--- src/drive_seq_pkg.sv ---
// Package holding the state codes, command and status carriers of the drive sequencer.
package drive_seq_pkg;

  // ****************************************************************
  // Sequencing state codes as reported to the outside.
  // ****************************************************************
  localparam logic [2:0] CODE_NOT_READY      = 3'h0;
  localparam logic [2:0] CODE_SWITCH_DIS     = 3'h1;
  localparam logic [2:0] CODE_READY          = 3'h2;
  localparam logic [2:0] CODE_SWITCHED_ON    = 3'h3;
  localparam logic [2:0] CODE_OP_ENABLED     = 3'h4;
  localparam logic [2:0] CODE_QUICK_STOP     = 3'h5;
  localparam logic [2:0] CODE_FAULT_REACTION = 3'h6;
  localparam logic [2:0] CODE_FAULTED        = 3'h7;

  // ****************************************************************
  // Pending request bit positions and reset values.
  // ****************************************************************
  localparam int         PEND_STOP     = 0;
  localparam int         PEND_SHUTDOWN = 1;
  localparam int         PEND_COUNT    = 2;
  localparam logic [1:0] PEND_RESET    = 2'h0;

  // Sequencer states, declaration order matches the reported codes.
  typedef enum logic [2:0] {
    ST_NOT_READY,
    ST_SWITCH_DIS,
    ST_READY,
    ST_SWITCHED_ON,
    ST_OP_ENABLED,
    ST_QUICK_STOP,
    ST_FAULT_REACTION,
    ST_FAULTED
  } seq_state_t;

  // Decoded single-cycle commands from the controller or local signals.
  typedef struct packed {
    logic shutdown;
    logic switch_on;
    logic disable_voltage;
    logic quick_stop;
    logic enable_operation;
    logic disable_operation;
    logic fault_reset;
  } seq_cmd_t;

  // Completion levels from the stop, shutdown, quick stop and fault reaction functions.
  typedef struct packed {
    logic stop_done;
    logic shutdown_done;
    logic quick_stop_done;
    logic fault_reaction_done;
  } seq_done_t;

  // Registered outputs of the sequencer.
  typedef struct packed {
    logic [2:0] state_code;
    logic       motor_voltage_en;
    logic       ramp_en;
    logic       power_stage_ready;
    logic       fast_stop_run;
    logic       stop_run;
    logic       shutdown_run;
    logic       fault_reaction_run;
  } seq_out_t;

endpackage : drive_seq_pkg

--- src/pending_latch.sv ---
// Bank of sticky request bits where a set beats a clear in the same cycle.
`timescale 1ns/1ps
module pending_latch #(
  parameter int         WIDTH     = 2,
  parameter logic [1:0] RESET_VAL = drive_seq_pkg::PEND_RESET
) (
  input  wire logic             clk,
  input  wire logic             sys_rst,
  input  wire logic [WIDTH-1:0] set,
  input  wire logic [WIDTH-1:0] clear,
  output logic      [WIDTH-1:0] pend
);

  logic [WIDTH-1:0] next_pend;

  // ****************************************************************
  // Next value per bit.
  // ****************************************************************
  genvar i;
  generate
    for (i = 0; i < WIDTH; i++)
    begin : g_bit
      // A set arriving with a clear is kept so the request is not lost.
      always_comb
      begin
        next_pend[i] = set[i] | (pend[i] & ~clear[i]);
      end
    end
  endgenerate

  // Registers the request bits.
  always_ff @(posedge clk or posedge sys_rst)
  begin
    if (sys_rst)
      pend <= RESET_VAL[WIDTH-1:0];
    else
      pend <= next_pend;
  end

endmodule : pending_latch

--- src/drive_sequencing_fsm.sv ---
// Drive power-state sequencer with fault handling and stop/shutdown completion.
//
// Summary of operation
// - Report state as enumerated code 0 to 7.
// - Power-up enters not ready to switch on.
// - Not ready leaves automatically once initialised.
// - Shutdown moves switch-on disabled to ready.
// - Switch on moves ready to switched on.
// - Enable operation moves switched on to enabled.
// - Stop returns to switched on after completion.
// - Shutdown moves switched on back to ready.
// - Quick stop or disable voltage: ready to disabled.
// - Shutdown from enabled waits for shutdown completion.
// - Ramp active in operation enabled.
// - Motor voltage applied only in operation enabled.
// - Switch on ignored when disabled, accepted when ready.
// - Stay enabled while stop or shutdown runs.
// - Quick stop active performs emergency fast stop.
// - Trip in any state except fault reaction and faulted enters fault reaction.
// - Fault reaction ends on completion or disable voltage.
// - Fault reset clears fault when none remain.
// - Quick stop in enabled enters quick stop.
`timescale 1ns/1ps
module drive_sequencing_fsm (
  input  wire logic                    clk,
  input  wire logic                    sys_rst,
  input  wire logic                    init_done,
  input  wire logic                    trip,
  input  wire logic                    fault_active,
  input  wire drive_seq_pkg::seq_cmd_t cmd,
  input  wire drive_seq_pkg::seq_done_t done,
  output drive_seq_pkg::seq_out_t      out
);

  // ****************************************************************
  // State and pending request registers.
  // ****************************************************************
  drive_seq_pkg::seq_state_t state;
  drive_seq_pkg::seq_state_t next_state;
  drive_seq_pkg::seq_out_t   next_out;
  logic [drive_seq_pkg::PEND_COUNT-1:0] pend;
  logic [drive_seq_pkg::PEND_COUNT-1:0] pend_set;
  logic [drive_seq_pkg::PEND_COUNT-1:0] pend_clear;
  logic                                 stop_req;
  logic                                 shutdown_req;

  // Requests seen now or held from an earlier cycle.
  assign stop_req     = pend[drive_seq_pkg::PEND_STOP] | cmd.disable_operation;
  assign shutdown_req = pend[drive_seq_pkg::PEND_SHUTDOWN] | cmd.shutdown;

  // ****************************************************************
  // Pending stop and shutdown requests while operation is enabled.
  // ****************************************************************
  // A pulse in operation enabled is remembered until the state leaves operation enabled.
  always_comb
  begin
    pend_set   = '0;
    pend_clear = '0;
    if (state == drive_seq_pkg::ST_OP_ENABLED && !trip)
    begin
      pend_set[drive_seq_pkg::PEND_STOP]     = cmd.disable_operation;
      pend_set[drive_seq_pkg::PEND_SHUTDOWN] = cmd.shutdown;
    end
    if (next_state != drive_seq_pkg::ST_OP_ENABLED)
    begin
      pend_clear = '1;
      pend_set   = '0;
    end
  end

  pending_latch #(
    .WIDTH     (drive_seq_pkg::PEND_COUNT),
    .RESET_VAL (drive_seq_pkg::PEND_RESET)
  ) u_pending (
    .clk     (clk),
    .sys_rst (sys_rst),
    .set     (pend_set),
    .clear   (pend_clear),
    .pend    (pend)
  );

  // ****************************************************************
  // Next state.
  // ****************************************************************
  // Trip is checked first; every other branch yields at most one transition.
  always_comb
  begin
    next_state = state;
    if (trip && state != drive_seq_pkg::ST_FAULT_REACTION && state != drive_seq_pkg::ST_FAULTED)
      next_state = drive_seq_pkg::ST_FAULT_REACTION;
    else
    begin
      case (state)
        drive_seq_pkg::ST_NOT_READY:
        begin
          if (init_done)
            next_state = drive_seq_pkg::ST_SWITCH_DIS;
        end
        drive_seq_pkg::ST_SWITCH_DIS:
        begin
          // Switch on alone does nothing here.
          if (cmd.shutdown)
            next_state = drive_seq_pkg::ST_READY;
        end
        drive_seq_pkg::ST_READY:
        begin
          if (cmd.quick_stop || cmd.disable_voltage)
            next_state = drive_seq_pkg::ST_SWITCH_DIS;
          else if (cmd.switch_on)
            next_state = drive_seq_pkg::ST_SWITCHED_ON;
        end
        drive_seq_pkg::ST_SWITCHED_ON:
        begin
          if (cmd.quick_stop || cmd.disable_voltage)
            next_state = drive_seq_pkg::ST_SWITCH_DIS;
          else if (cmd.shutdown)
            next_state = drive_seq_pkg::ST_READY;
          else if (cmd.enable_operation)
            next_state = drive_seq_pkg::ST_OP_ENABLED;
        end
        drive_seq_pkg::ST_OP_ENABLED:
        begin
          // Stop and shutdown leave only once their function completes.
          if (cmd.disable_voltage)
            next_state = drive_seq_pkg::ST_SWITCH_DIS;
          else if (cmd.quick_stop)
            next_state = drive_seq_pkg::ST_QUICK_STOP;
          else if (shutdown_req && done.shutdown_done)
            next_state = drive_seq_pkg::ST_READY;
          else if (stop_req && done.stop_done)
            next_state = drive_seq_pkg::ST_SWITCHED_ON;
        end
        drive_seq_pkg::ST_QUICK_STOP:
        begin
          if (done.quick_stop_done || cmd.disable_voltage)
            next_state = drive_seq_pkg::ST_SWITCH_DIS;
        end
        drive_seq_pkg::ST_FAULT_REACTION:
        begin
          if (done.fault_reaction_done || cmd.disable_voltage)
            next_state = drive_seq_pkg::ST_FAULTED;
        end
        drive_seq_pkg::ST_FAULTED:
        begin
          if (cmd.fault_reset && !fault_active && !trip)
            next_state = drive_seq_pkg::ST_SWITCH_DIS;
        end
        default:
        begin
          next_state = drive_seq_pkg::ST_NOT_READY;
        end
      endcase
    end
  end

  // ****************************************************************
  // Output decode from the next state.
  // ****************************************************************
  // Outputs are decoded ahead so they register together with the state.
  always_comb
  begin
    next_out                    = '0;
    next_out.state_code         = drive_seq_pkg::CODE_NOT_READY;
    case (next_state)
      drive_seq_pkg::ST_NOT_READY:      next_out.state_code = drive_seq_pkg::CODE_NOT_READY;
      drive_seq_pkg::ST_SWITCH_DIS:     next_out.state_code = drive_seq_pkg::CODE_SWITCH_DIS;
      drive_seq_pkg::ST_READY:          next_out.state_code = drive_seq_pkg::CODE_READY;
      drive_seq_pkg::ST_SWITCHED_ON:    next_out.state_code = drive_seq_pkg::CODE_SWITCHED_ON;
      drive_seq_pkg::ST_OP_ENABLED:     next_out.state_code = drive_seq_pkg::CODE_OP_ENABLED;
      drive_seq_pkg::ST_QUICK_STOP:     next_out.state_code = drive_seq_pkg::CODE_QUICK_STOP;
      drive_seq_pkg::ST_FAULT_REACTION: next_out.state_code = drive_seq_pkg::CODE_FAULT_REACTION;
      drive_seq_pkg::ST_FAULTED:        next_out.state_code = drive_seq_pkg::CODE_FAULTED;
      default:                          next_out.state_code = drive_seq_pkg::CODE_NOT_READY;
    endcase
    // The power stage is readied in switched on, voltage only when enabled.
    next_out.power_stage_ready  = (next_state == drive_seq_pkg::ST_SWITCHED_ON) ||
                                  (next_state == drive_seq_pkg::ST_OP_ENABLED);
    next_out.motor_voltage_en   = (next_state == drive_seq_pkg::ST_OP_ENABLED);
    next_out.ramp_en            = (next_state == drive_seq_pkg::ST_OP_ENABLED);
    next_out.fast_stop_run      = (next_state == drive_seq_pkg::ST_QUICK_STOP);
    next_out.fault_reaction_run = (next_state == drive_seq_pkg::ST_FAULT_REACTION);
    // Stop and shutdown functions run while their request is held.
    if (next_state == drive_seq_pkg::ST_OP_ENABLED && state == drive_seq_pkg::ST_OP_ENABLED)
    begin
      next_out.stop_run     = stop_req;
      next_out.shutdown_run = shutdown_req;
    end
  end

  // ****************************************************************
  // Registers.
  // ****************************************************************
  // Reset lands in not ready to switch on with all enables off.
  always_ff @(posedge clk or posedge sys_rst)
  begin
    if (sys_rst)
    begin
      state <= drive_seq_pkg::ST_NOT_READY;
      out   <= '0;
    end
    else
    begin
      state <= next_state;
      out   <= next_out;
    end
  end

endmodule : drive_sequencing_fsm

--- config.mk ---
export PLATFORM = sky130hd
export DESIGN_NAME = drive_sequencing_fsm
export DESIGN_NICKNAME = d
export VERILOG_FILES = /design/src/drive_seq_pkg.sv /design/src/pending_latch.sv /design/src/drive_sequencing_fsm.sv
export SDC_FILE = /design/constraint.sdc
export NUM_CORES = 1
export LEC_CHECK = 0
export BUFFER_PORTS_ARGS = -buffer_cell sky130_fd_sc_hd__clkbuf_2
export CAP_MARGIN = 20
export CORE_MARGIN = 3
export CORE_UTILIZATION = 45
export DETAILED_ROUTE_END_ITERATION = 10
export GPL_ROUTABILITY_DRIVEN = 0
export MAX_ROUTING_LAYER = met4
export PLACE_DENSITY = 0.77
export SYNTH_ARGS = -nofsm -noshare
export SYNTH_HDL_FRONTEND = slang
export SYNTH_HIERARCHICAL = 1
export SYNTH_SLANG_ARGS = --single-unit
export TNS_END_PERCENT = 1
--- constraint.sdc ---
create_clock -name clk -period 2.3 [get_ports clk]
set_input_delay 0.46 -clock clk [delete_from_list [all_inputs] [get_ports clk]]
set_output_delay 0.46 -clock clk [all_outputs]
set_load 0.005 [all_outputs]
; Word-level counts from Yosys, hierarchy flattened
; Memory sizes are Yosys's and may differ from the RTL's. A register that Yosys moved wholly into a read port is not among the register bits.
; Cells that the tools add are included.
[word_totals]
out_inout_bits = 10
n_memories = 1
rom_bits = 24
reg_bits = 11
[op_classes]
n_reduce_logical = 15
bitwise_logic = 8
n_eq_ne = 14
n_mux = 20
[mem_list]
columns = memory, words, word_bits, read_ports, rd_clocked_by_memory_dff, write_ports, line
row1 = (name not given), 8, 3, 1, 1, 0, drive_sequencing_fsm.sv:164  ; case (next_state)
[ops]
columns = cell, n
row1 = $mux W3, 15
row2 = $pmux W3 S8, 1
row3 = $eq A3 B3 Y1 const B, 7
row4 = $eq A3 B2 Y1 const B, 3
row5 = $ne A3 B3 Y1 const B, 3
row6 = $logic_and A1 B1 Y1, 8
row7 = $mux W2, 4
row8 = $logic_or A1 B1 Y1, 4
row9 = $or A1 B1 Y1, 4
row10 = $eq A3 B1 Y1 const B, 1
row11 = $logic_not A3 Y1, 1
row12 = $and A1 B1 Y1, 2
row13 = $logic_not A1 Y1, 2
row14 = $not A1 Y1, 2

; Logic depth before layout (Yosys ltp)
[logic_depth]
depth_word = 13
ltp_mapped = 8
ltp_nobuf = 6

; By module
; The synthesis kept the hierarchy.
[by_module_without_submodules]
columns = module, n_inst, seq_area_each_um2, cells_each, area_each_um2
row1 = drive_sequencing_fsm, 1, 225.2, 64, 634.4
row2 = pending_latch, 1, 50.0, 7, 76.3

; Worst setup path after synthesis
; Ideal clock, no wire load.
[synth_timing]
kind = reg-to-reg
start = register, netlist name out[7]
end = register u_pending.pend[0]
path_slack_ps = 294
period_less_slack_ps = 2006
arrival_ps = 1888
required_time_ps = 2182
n_path_buf = 2
path_stages_with_launch = 9
cell_sequence = dfrtp_1 -> buf_6 -> or3b_1 -> buf_6 -> a2111oi_2 -> a2111oi_2 -> nand3_4 -> inv_1 -> a21o_1
[synth_rtl]
columns = element, line
row1 = "end signal, assigned", pending_latch.sv:35  ; pend <= RESET_VAL[WIDTH-1:0];
row2 = "end signal, assigned", pending_latch.sv:37  ; pend <= next_pend;
row3 = "end, declared", pending_latch.sv:11  ; output logic [WIDTH-1:0] pend

==> reports/metrics.cfg <==
[timing]
grt_setup_unrepaired=false
fmax_mhz=490.9
setup_violations=0
worstMarginPinSlew_ns=0.5013
drv_slew=0
slew-limit-headroom_pct=66.52
min_period_over_period_pct=88.57
period_needed_ns=2.037
tns_ns=0
fin_skew_ns=0.004515
worst_slack_ns=0.2630
finalHoldViolations=0

[floorplan]
die_w_um=45.74
rows=13
design.die.area_um2=2092
die_h_um=45.74
coreArea_um2=1383
start_util_pct=51.40
pin_count=26

[cts]
ctsRootBufferMaster=clkbuf_4
cts.sink_count=11
cts_hold_buf=0
cts_buffer_depth=2
post-cts-setup-buffers=0
cts_tree=done
cts_resized=0
path_clk_slew_ns=0.07
clk_latency_ns=0.27
cts_buffers=3
cts-htree-levels=1

[logic_synthesis]
synth_nets=87
async_reset_ff_share_pct=100.0
synth_cell_types=36
synth-seq-cells=11
syn_area_per_cell_um2=10.01
synth_area_um2=710.7
synthFlopType=dfrtp_1
postSynthCellCount=71
yosysSeqAreaShare_pct=38.73
synth_edf_count=0
yosysWarningCount=6

[worst_setup_path]
startpoint=out[7]
arrival_ns=2.20
rr_startpoint=out[7]
cp.required_ns=2.47
endpoint_kind=register
setup.worst_path.start_class=register
reg2reg_slack_ns=0.26
crit_type=register to register
crit_fanout=8

[worst_hold_path]
hp-class=primary input to async pin

[route]
drc=0
drt_iter0_drc=10
vias=628
dr.pass1.iters=4
postRouteAntennaNets=0
drt-total-wl_um=1483
wl_per_cell_um=13.01
vias_per_cell=5.509

[global_routing]
grt_pass1_wl_um=2339
antenna_found_initial=0
grt_max_degree=11
grt_pass1_vias=578
grt_usage_pct=16.58
overflow=0

[layout]
utilization_pct=62.81
area_delta_synth_final_pct=22.18
diodes=0
final_area_um2=868.3
drive_above_1_share_pct=44.44
nets=116

[placed_design]
place_area_um2=842.1
dp_slack_ns=0.2564
numPortBuffers=25
dp_hpwl_um=1190

[power]
ir_drop_mv=0.3738
leakage_uw=0.0004707
powerDensity_nw_per_um2=896.6

[run_status]
outcome=finished clean

[job]
max-cap-violations=0

[logic make-up (layout without fill, tap and decap cells)]
family                 Yosys count  after routing  synth area share, %
and+or+nand+nor                 26             26                27.82
AOI/OAI and AO/OA               18             18                21.30
muxes                            1              1                1.409
DFF                             11             11                38.73
buffers and inverters           15             43                10.74
[critical path, cell delays in order, from the launching register on]
cell and delay [ns]:
dfrtp_1 0.37, or3b_1 0.55, a2111oi_2 0.51, a2111oi_2 0.13, nand3_4 0.14, inv_1 0.05, a21o_1 0.17
[synth_stat cells, types with 2 or more instances]
master	n	share of area, %
inv_1	11	5.8
buf_6	2	3.2
and2_2	2	2.1
a2111oi_2	2	4.2
nor4_2	2	3.5
nand2_1	2	1.1
nor3_1	2	1.4
dfrtp_1	11	39
a21o_1	2	2.1
o21ai_0	4	2.8
nor3_2	2	2.8
nor2_1	5	2.6
[state kept, by name, indices dropped and copies added (netlist names)]
| name | flops |
|---|---|
| u_pending/pend | 2 |
| out | 9 |
[power breakdown]
group / switching, µW / total (µW) / internal, µW / leakage (µW)
clock: 64.1 / 131 / 67.2 / 0.0000150
sequential: 16.6 / 256 / 239 / 0.000142
combinational: 215 / 392 / 177 / 0.000314
[placed cells by master (no fill, tap or decap)]
cell type	netlist	final
and2_1	1	1
or3b_1	1	1
o311ai_2	1	1
mux2i_1	1	1
dfrtp_1	11	11
and2b_2	1	1
o211a_1	1	1
nor2_1	5	5
and2_2	2	2
a21boi_0	1	1
o21ai_0	4	4
clkbuf_4	0	3
inv_1	11	11
nand2_1	2	2
o21ai_1	1	1
nor3_1	2	2
nor4b_1	1	1
nand4_2	1	1
nand3_4	1	1
o31ai_1	1	1
nor3_2	2	2
and4b_1	1	1
o21a_1	1	1
a22oi_1	1	1
and3_1	1	1
or2b_2	1	1
a2111o_1	1	1
a2111oi_2	2	2
o221ai_1	1	1
a21o_1	2	2
clkbuf_1	0	1
nand2b_1	1	1
nor4_2	2	2
clkbuf_2	0	25
nand3b_1	1	1
a21oi_1	1	1
buf_4	1	3
[cell type report]
class	instances	area, µm²
clock buffers	4	26.28
fillers	129	514.2
inverters	11	41.29
multi-input cells	45	359.1
flip-flops and latches	11	275.3
well taps	15	18.77
repair buffers	28	147.6
[worst paths after layout]
check,to,cells past startpoint
worst min-delay path,u_pending/pend[0],2
max in group asynchronous,out[5],2
worst max register to register,u_pending/pend[1],6
min in group clk,out[2],3
worst max-delay path,u_pending/pend[1],6
worst min register to register,u_pending/pend[1],1
[metrics by stage]
stage | std cells | total power (µW) | hold slack [ns]
floorplan | 71 | 544.1 | 0.2012
global placement | 110 | 647.9 | 0.3140
detailed placement | 110 | 657.6 | 0.3180
CTS | 114 | 790.2 | 0.02307
global route | 114 | 844.0 | 0.01626
finish | 114 | 778.5 | 0.02674
[per-layer routing]
layer	wire length, µm	part of all wire [%]	track usage (%)	vias to the layer above
li1	-	-	-	309
met2	712	48	24.79	28
met4	34	2.3	10.23	0
met3	89	6.0	3.953	6
met1	645	43	19.90	285
met5	0	0	-	-
No activity file was read; power rests on OpenSTA's default activity.
